### src/logic/ues_params.svh
// Offsets, field positions, reset values and timing counts
`ifndef UES_PARAMS_SVH
`define UES_PARAMS_SVH

// ----------------------------------------------------------------
// Clock and timing
// ----------------------------------------------------------------
`define UES_CLK_MHZ 250
`define UES_SUSPEND_TIME_US 3000
`define UES_SUSPEND_CYCLES (`UES_SUSPEND_TIME_US * `UES_CLK_MHZ)
`define UES_CNT_W 24

// ----------------------------------------------------------------
// Register offsets
// ----------------------------------------------------------------
`define UES_OFS_STATUS 8'h00
`define UES_OFS_MASK 8'h04
`define UES_OFS_CTRL 8'h08
`define UES_OFS_LINE 8'h0c

// ----------------------------------------------------------------
// Field positions and reset values
// ----------------------------------------------------------------
`define UES_EP_COUNT 3
`define UES_SRC_W 5
`define UES_SRC_SUSPEND 3
`define UES_SRC_RESUME 4
`define UES_CTRL_W 2
`define UES_CTRL_ENABLE 0
`define UES_CTRL_RSM_EN 1
`define UES_SRC_RESET 5'h00
`define UES_CTRL_RESET 2'h0

`endif

### src/logic/ues_pkg.sv
// Types shared by the usb event source block
`include "ues_params.svh"

package ues_pkg;

    typedef logic [`UES_CNT_W-1:0] ues_cnt_t;

    typedef enum logic [1:0] {
        LS_SE0,
        LS_J,
        LS_K,
        LS_SE1
    } ues_line_t;

    typedef struct packed {
        logic [1:0] sync1;
        logic [1:0] sync2;
        logic [1:0] sync3;
        ues_line_t line;
        ues_cnt_t cnt;
        logic fired;
        logic suspend_evt;
        logic resume_evt;
    } ues_mon_state_t;

    typedef struct packed {
        logic [`UES_SRC_W-1:0] status;
        logic [`UES_SRC_W-1:0] mask;
        logic [`UES_CTRL_W-1:0] ctrl;
        logic ack;
        logic [31:0] dat;
        logic irq;
    } ues_top_state_t;

endpackage : ues_pkg

### src/logic/ues_line_if.sv
// Carrier between register block and bus line monitor
`timescale 1ns/10ps
`default_nettype none

interface ues_line_if;
    import ues_pkg::*;
    logic usb_module_enable;
    logic resume_irq_enable;
    logic suspend_event;
    logic resume_event;
    ues_line_t line_state;

    modport mon (
        input usb_module_enable,
        input resume_irq_enable,
        output suspend_event,
        output resume_event,
        output line_state
    );

    modport ctl (
        output usb_module_enable,
        output resume_irq_enable,
        input suspend_event,
        input resume_event,
        input line_state
    );
endinterface : ues_line_if

`default_nettype wire

### src/logic/ues_line_mon.sv
// Bus line monitor: suspend and resume detection
`timescale 1ns/10ps
`default_nettype none
`include "ues_params.svh"

module ues_line_mon #(
    parameter int SUSPEND_CYCLES = `UES_SUSPEND_CYCLES
) (
    input wire logic core_clk_i,
    input wire logic rst_i,
    input wire logic usb_line_plus_i,
    input wire logic usb_line_minus_i,
    ues_line_if.mon mon
);
    import ues_pkg::*;

    localparam ues_cnt_t SUSP_LAST = ues_cnt_t'(SUSPEND_CYCLES - 1);

    ues_mon_state_t s_reg;
    ues_mon_state_t s_next;
    ues_line_t cand;

    // ------------------------------------------------------------
    // Line decode of the agreed samples
    // ------------------------------------------------------------
    always_comb begin
        unique case (s_reg.sync3)
            2'b00: cand = LS_SE0;
            2'b10: cand = LS_J;
            2'b01: cand = LS_K;
            2'b11: cand = LS_SE1;
        endcase
    end

    // ------------------------------------------------------------
    // Next state
    // ------------------------------------------------------------
    always_comb begin
        s_next = s_reg;
        s_next.sync1 = {usb_line_plus_i, usb_line_minus_i};
        s_next.sync2 = s_reg.sync1;
        s_next.sync3 = s_reg.sync2;
        s_next.suspend_evt = 1'b0;
        s_next.resume_evt = 1'b0;
        if (s_reg.sync2 == s_reg.sync3) begin
            s_next.line = cand;
        end
        // J to SE0 or K while both enables are set
        if (mon.usb_module_enable && mon.resume_irq_enable &&
            s_reg.line == LS_J &&
            (s_next.line == LS_SE0 || s_next.line == LS_K)) begin
            s_next.resume_evt = 1'b1;
        end
        // Idle J counting
        if (!mon.usb_module_enable || s_reg.line != LS_J) begin
            s_next.cnt = '0;
            s_next.fired = 1'b0;
        end else if (s_reg.cnt == SUSP_LAST) begin
            if (!s_reg.fired) begin
                s_next.suspend_evt = 1'b1;
                s_next.fired = 1'b1;
            end
        end else begin
            s_next.cnt = s_reg.cnt + ues_cnt_t'(1);
        end
    end

    always_ff @(posedge core_clk_i) begin
        if (rst_i) begin
            s_reg <= '{sync1: 2'h0, sync2: 2'h0, sync3: 2'h0, line: LS_SE0,
                       cnt: '0, fired: 1'b0, suspend_evt: 1'b0,
                       resume_evt: 1'b0};
        end else begin
            s_reg <= s_next;
        end
    end

    assign mon.suspend_event = s_reg.suspend_evt;
    assign mon.resume_event = s_reg.resume_evt;
    assign mon.line_state = s_reg.line;

    // ------------------------------------------------------------
    // Checks
    // ------------------------------------------------------------
    a_sus_after_idle: assert property (
        @(posedge core_clk_i) disable iff (rst_i)
        s_reg.suspend_evt |-> $past(s_reg.cnt) == SUSP_LAST &&
                              $past(s_reg.line) == LS_J)
        else $error("suspend event without full idle time");

    a_sus_needs_enable: assert property (
        @(posedge core_clk_i) disable iff (rst_i)
        s_reg.suspend_evt |-> $past(mon.usb_module_enable))
        else $error("suspend event while module disabled");

    a_rsm_from_j: assert property (
        @(posedge core_clk_i) disable iff (rst_i)
        s_reg.resume_evt |-> $past(s_reg.line) == LS_J &&
                             (s_reg.line == LS_SE0 || s_reg.line == LS_K))
        else $error("resume event without J to SE0 or K");

    a_rsm_needs_enables: assert property (
        @(posedge core_clk_i) disable iff (rst_i)
        s_reg.resume_evt |-> $past(mon.usb_module_enable) &&
                             $past(mon.resume_irq_enable))
        else $error("resume event while not enabled");

endmodule : ues_line_mon

`default_nettype wire

### src/logic/ues_top.sv
// USB device event sources with Wishbone register access
`timescale 1ns/10ps
`default_nettype none
`include "ues_params.svh"

module ues_top #(
    parameter int SUSPEND_CYCLES = `UES_SUSPEND_CYCLES,
    parameter int EP_COUNT = `UES_EP_COUNT
) (
    input wire logic core_clk_i,
    input wire logic rst_i,
    input wire logic wb_cyc_i,
    input wire logic wb_stb_i,
    input wire logic wb_we_i,
    input wire logic [7:0] wb_adr_i,
    input wire logic [3:0] wb_sel_i,
    input wire logic [31:0] wb_dat_i,
    output logic [31:0] wb_dat_o,
    output logic wb_ack_o,
    input wire logic [EP_COUNT-1:0] ep_buf0_ready_i,
    input wire logic [EP_COUNT-1:0] ep_buf1_ready_i,
    input wire logic [EP_COUNT-1:0] ep_xfer_err_i,
    input wire logic usb_line_plus_i,
    input wire logic usb_line_minus_i,
    output logic irq_o
);
    import ues_pkg::*;

    ues_top_state_t s_reg;
    ues_top_state_t s_next;
    logic [`UES_SRC_W-1:0] set_vec;
    logic [`UES_SRC_W-1:0] clr_vec;
    logic [EP_COUNT-1:0] ep_set;
    logic req;
    logic wr_take;

    ues_line_if line_if ();

    // ------------------------------------------------------------
    // Bus line monitor
    // ------------------------------------------------------------
    ues_line_mon #(
        .SUSPEND_CYCLES(SUSPEND_CYCLES)
    ) u_mon (
        .core_clk_i(core_clk_i),
        .rst_i(rst_i),
        .usb_line_plus_i(usb_line_plus_i),
        .usb_line_minus_i(usb_line_minus_i),
        .mon(line_if.mon)
    );

    assign line_if.usb_module_enable = s_reg.ctrl[`UES_CTRL_ENABLE];
    assign line_if.resume_irq_enable = s_reg.ctrl[`UES_CTRL_RSM_EN];

    // ------------------------------------------------------------
    // Event collection
    // ------------------------------------------------------------
    for (genvar i = 0; i < EP_COUNT; i++) begin : g_ep
        // One bit per endpoint, buffers and error share it
        assign ep_set[i] = ep_buf0_ready_i[i] |
                           ep_buf1_ready_i[i] |
                           ep_xfer_err_i[i];

        a_ep_sets_bit: assert property (
            @(posedge core_clk_i) disable iff (rst_i)
            ep_set[i] |=> s_reg.status[i])
            else $error("endpoint event did not set its bit");

        a_ep_buf1_sets: assert property (
            @(posedge core_clk_i) disable iff (rst_i)
            ep_buf1_ready_i[i] ##1 !ep_set[i] |-> s_reg.status[i])
            else $error("buffer 1 ready bit not set");

        a_ep_buf0_sets: assert property (
            @(posedge core_clk_i) disable iff (rst_i)
            ep_buf0_ready_i[i] && !ep_buf1_ready_i[i] |=> s_reg.status[i])
            else $error("buffer 0 ready bit not set");
    end

    always_comb begin
        set_vec = '0;
        set_vec[EP_COUNT-1:0] = ep_set;
        set_vec[`UES_SRC_SUSPEND] = line_if.suspend_event;
        set_vec[`UES_SRC_RESUME] = line_if.resume_event;
    end

    // ------------------------------------------------------------
    // Bus decode
    // ------------------------------------------------------------
    assign req = wb_cyc_i && wb_stb_i;
    assign wr_take = req && wb_we_i && s_reg.ack && wb_sel_i[0];

    always_comb begin
        clr_vec = '0;
        if (wr_take && wb_adr_i == `UES_OFS_STATUS) begin
            clr_vec = wb_dat_i[`UES_SRC_W-1:0];
        end
    end

    // ------------------------------------------------------------
    // Next state
    // ------------------------------------------------------------
    always_comb begin
        s_next = s_reg;
        // Set wins over a write-one clear
        s_next.status = (s_reg.status & ~clr_vec) | set_vec;
        s_next.ack = req && !s_reg.ack;
        if (wr_take && wb_adr_i == `UES_OFS_MASK) begin
            s_next.mask = wb_dat_i[`UES_SRC_W-1:0];
        end
        if (wr_take && wb_adr_i == `UES_OFS_CTRL) begin
            s_next.ctrl = wb_dat_i[`UES_CTRL_W-1:0];
        end
        if (req && !s_reg.ack) begin
            s_next.dat = 32'h0000_0000;
            unique case (wb_adr_i)
                `UES_OFS_STATUS: s_next.dat[`UES_SRC_W-1:0] = s_reg.status;
                `UES_OFS_MASK: s_next.dat[`UES_SRC_W-1:0] = s_reg.mask;
                `UES_OFS_CTRL: s_next.dat[`UES_CTRL_W-1:0] = s_reg.ctrl;
                `UES_OFS_LINE: s_next.dat[1:0] = line_if.line_state;
                default: s_next.dat = 32'h0000_0000;
            endcase
        end
        s_next.irq = |(s_reg.status & s_reg.mask);
    end

    always_ff @(posedge core_clk_i) begin
        if (rst_i) begin
            s_reg <= '{status: `UES_SRC_RESET, mask: `UES_SRC_RESET,
                       ctrl: `UES_CTRL_RESET, ack: 1'b0,
                       dat: 32'h0000_0000, irq: 1'b0};
        end else begin
            s_reg <= s_next;
        end
    end

    assign wb_dat_o = s_reg.dat;
    assign wb_ack_o = s_reg.ack;
    assign irq_o = s_reg.irq;

    // ------------------------------------------------------------
    // Checks
    // ------------------------------------------------------------
    a_status_sticky: assert property (
        @(posedge core_clk_i) disable iff (rst_i)
        s_reg.status[`UES_SRC_SUSPEND] && !clr_vec[`UES_SRC_SUSPEND]
        |=> s_reg.status[`UES_SRC_SUSPEND])
        else $error("suspend bit dropped without a clear");

    a_clear_loses_set: assert property (
        @(posedge core_clk_i) disable iff (rst_i)
        clr_vec[`UES_SRC_RESUME] && line_if.resume_event
        |=> s_reg.status[`UES_SRC_RESUME])
        else $error("resume event lost to a clear");

    a_sus_reaches_bit: assert property (
        @(posedge core_clk_i) disable iff (rst_i)
        line_if.suspend_event |=> s_reg.status[`UES_SRC_SUSPEND] ##1
        (irq_o || !$past(s_reg.mask[`UES_SRC_SUSPEND])))
        else $error("suspend event not reported");

endmodule : ues_top

`default_nettype wire

### config.mk
export PLATFORM = sky130hd
export DESIGN_NAME = ues_top
export DESIGN_NICKNAME = d
export VERILOG_FILES = /design/src/logic/ues_pkg.sv /design/src/logic/ues_line_if.sv /design/src/logic/ues_line_mon.sv /design/src/logic/ues_top.sv
export VERILOG_INCLUDE_DIRS = /design/src /design/src/logic
export SDC_FILE = /design/constraint.sdc
export NUM_CORES = 1
export LEC_CHECK = 0
export BUFFER_PORTS_ARGS = -buffer_cell sky130_fd_sc_hd__buf_4
export CAP_MARGIN = 20
export CELL_PAD_IN_SITES_DETAIL_PLACEMENT = 1
export CELL_PAD_IN_SITES_GLOBAL_PLACEMENT = 1
export CORE_MARGIN = 2
export CORE_UTILIZATION = 30
export CTS_CLUSTER_DIAMETER = 30
export DETAILED_ROUTE_END_ITERATION = 8
export PLACE_DENSITY_LB_ADDON = 0.1
export SETUP_SLACK_MARGIN = 0.4
export SLEW_MARGIN = 20
export SYNTH_ARGS = -nofsm -noshare
export SYNTH_HDL_FRONTEND = slang
export SYNTH_SLANG_ARGS = --single-unit
### constraint.sdc
create_clock -name core_clk_i -period 1.7 [get_ports core_clk_i]
set_input_delay 0.17 -clock core_clk_i [delete_from_list [all_inputs] [get_ports core_clk_i]]
set_output_delay 0.17 -clock core_clk_i [all_outputs]
set_load 0.005 [all_outputs]
==> flow_summary.yaml <==
critical_path:
  end_kind: "flip-flop"
  critical_path.max_stage_delay_ns: 0.55
  worstPathMaxFanout: 10
  path_class: "reg2reg"
  cp_cell_sequence: "nand3_2, or4_4, buf_6, or3_1, a21oi_2"
  reg2reg_slack_ns: 0.03
  slowest_stage: "or4_4"
  r2r_end: "u_mon.s_reg[20]"
  critPathTopFamily: "simple AND/OR/NAND/NOR gates"
  r2r.worst_path.cells: 5
  cp.arrival_ns: 1.92
  rr_startpoint: "u_mon.s_reg[13]"
  crit_buf_inv: 1
  worstSetupStartpointType: "flip-flop"
  crit_required_ns: 1.95
hold_path:
  min_path_type: "in2reg"
  worstHoldPathCells: 2
  min_to: "s_reg[43]"
  hold_start: "wb_dat_i[2]"
logic_synthesis:
  synth_mux_area_share_pct: 3.63
  synth_edf_count: 0
  synth_xor_area_share_pct: 2.57
  async_reset_ff_share_pct: 0
  ys_top_cells_by_area: "dfxtp_1 40%, buf_4 8.8%, a21oi_1 5.3%"
  syn_avg_cell_area_um2: 8.59
  synth.top_cell.area_share_pct: 39.7
  yosys.area_share.adder_pct: 0.459
  ys.flop_type: "dfxtp_1"
  ys_seq_area_share_pct: 39.7
  synthCells: 317
  synth_top_family_by_area: "simple AND/OR/NAND/NOR gates"
  netlist_area_um2: 2720
  synth_warnings: 0
  synth_common_cells: "54 x dfxtp_1, 32 x buf_4, 29 x a21oi_1"
  synth-compound-area-share_pct: 14.6
  ys_types: 47
  synth_simple_gate_area_share_pct: 27.7
  yosysMostFrequentCell: "dfxtp_1"
  synth_seq_cells: 54
  synth_area_leader_cell: "dfxtp_1"
timing:
  final.setup.worst_slack_ns: 0.0347
  final-setup-viol-count: 0
  fmax_mhz: 600
  fin_crit_ns: 1.67
  maxSlewViolCount: 0
  worst_slew_pin_slew_ns: 0.506
  skew_ns: 0.00712
  rsz0062_at_grt: "yes"
  finalSetupTns_ns: 0
  max_slew_margin_pct: 66.1
  post-route-period-util_pct: 98.0
  finalHoldViolations: 0
drt:
  via_count: 2592
  vias_per_cell: 5.19
  drt-total-wl_um: 7750
  drtIter0Drc: 57
  drt_first_pass_iters: 4
  drc: 0
  ant_nets: 0
  wl_per_cell_um: 15.5
floorplanning:
  std_cell_rows: 34
  die_x_um: 99.3
  initial_core_util_pct: 31.1
  core_um2: 8760
  io_pins: 94
  dieArea_um2: 9860
  die_y_um: 99.3
finish:
  n_antenna_cell: 0
  nFillCells: 1030
  areaGrowthSynthToFinish_pct: 40.7
  finalNonFillerCells: 499
  largest_register_ff_count: 27
  multi_input_area_um2: 1790
  drive_above_1_share_pct: 45.8
  regArea_um2: 1120
  nets: 451
grt:
  grt_max_degree: 28
  grt_pass1_vias: 2594
  antenna_found_initial: 0
  grt.total_usage_pct: 15.8
  grt_pass1_wl_um: 12700
  overflow: 0
place:
  dpl.cell_count: 473
  hpwlAfterDp_um: 5440
  place.gp.congestion: 0.748
  port_buffers: 36
  dpl_worst_slack_ns: -0.126
cts:
  cts.sinks: 54
  cts_buffers: 5
  clk_pin_slew_worst_paths_ns: 0.10
  cts_tree: "yes"
  clock_path_buffers: 2
  insertion_delay_ns: 0.31
  h-tree-depth: 2
  cts_hold_buf: 0
  cts_root_buffer: "clkbuf_8"
power_and_ir_drop:
  p_leak_uw: 0.00137
  peakVddDrop_mv: 0.277
  power_density_nw_per_um2: 588
flow_run:
  maxCapViolations: 0
run_status:
  status: "completed"
## power by group
part	switching (uW)	leakage (uW)	internal, uW
Clock	458	0.0000544	375
Combinational	72.2	0.000863	72.8
Sequential	8.70	0.000448	1270
Total	539	0.00137	1710
## kinds of logic after synthesis
| group | Yosys count |
|---|---|
| AND/OR/NAND/NOR | 131 |
| AO/OA/AOI/OAI | 66 |
| multiplexers | 7 |
| buffers and inverters | 49 |
| other | 1 |
| XOR/XNOR | 8 |
| flip-flops | 54 |
| adder cells (fa/ha/maj) | 1 |
## metrics by stage
| stage | cell area (um^2) | util [%] | hold slack [ns] | power [uW] |
|---|---|---|---|---|
| final | 3830 | 43.7 | 0.0644 | 2250 |
| after global routing | 3830 | 43.7 | 0.0616 | 2340 |
| after CTS | 3650 | 41.6 | 0.0580 | 2280 |
| after detailed placement | 3270 | 37.3 | 0.397 | 1450 |
| after global placement | 3270 | 37.3 | 0.386 | 1450 |
| after floorplan | 2950 | - | 0.289 | 1410 |
## final cells by class
cell class,count,area share (%)
well taps,108,3.53
clock buffers,7,2.51
repair buffers,82,17.4
flip-flops and latches,54,29.2
multi-input cells,242,46.7
clock inverters,1,0.229
inverters,5,0.490
## per-layer routing
metal / vias to the layer above / track usage (%) / part of all wire (%)
met5: - / 0 / 0
met4: 0 / 3.48 / 0.85
met3: 5 / 2.46 / 3.3
met2: 43 / 25.0 / 45
met1: 1282 / 22.7 / 50
li1: 1262 / - / -
## worst max path at each step
stage / from / cells past startpoint / end
after detailed placement: wb_adr_i[7] / 5 / s_reg[44]
final: u_mon.s_reg[13] / 5 / u_mon.s_reg[20]
after global placement: wb_adr_i[7] / 5 / s_reg[42]
after global routing: u_mon.s_reg[7] / 5 / u_mon.s_reg[20]
after CTS: u_mon.s_reg[14] / 4 / u_mon.s_reg[26]
after floorplan: u_mon.s_reg[5] / 4 / u_mon.s_reg[26]
## layout by cell type, fill, tap and decap left out, types with 3 or more instances in the layout
cell      instances
and4_4            4
or4_4             6
inv_1             5
nor4_4            3
a21oi_1          20
o31ai_1           4
nand4_1           9
nand3_4           3
o21ai_1           8
nand2_1          18
or4_1             4
a21oi_2           9
dfxtp_1          36
xor2_1            4
nor2_1           14
a22oi_1           3
a311oi_1          5
buf_6            10
dfxtp_2          12
dfxtp_4           6
clkbuf_8          7
nand3_2          13
nor3_1            7
buf_4            71
or3_1             5
xnor2_1           4
nor2b_1           6
conb_1           27
o21ai_2           8
nor4_1            5
nand3_1           6
mux2_2            3
nand2b_1          5
## what timing repair did
action                                  in CTS  in global routing
buffers inserted                            12                  4
gates cloned                                 2                  0
gates resized for setup                     48                 32
endpoints found under the setup margin      35                 40
pin swaps                                   25                 22
(Power assumes the default switching activity.)
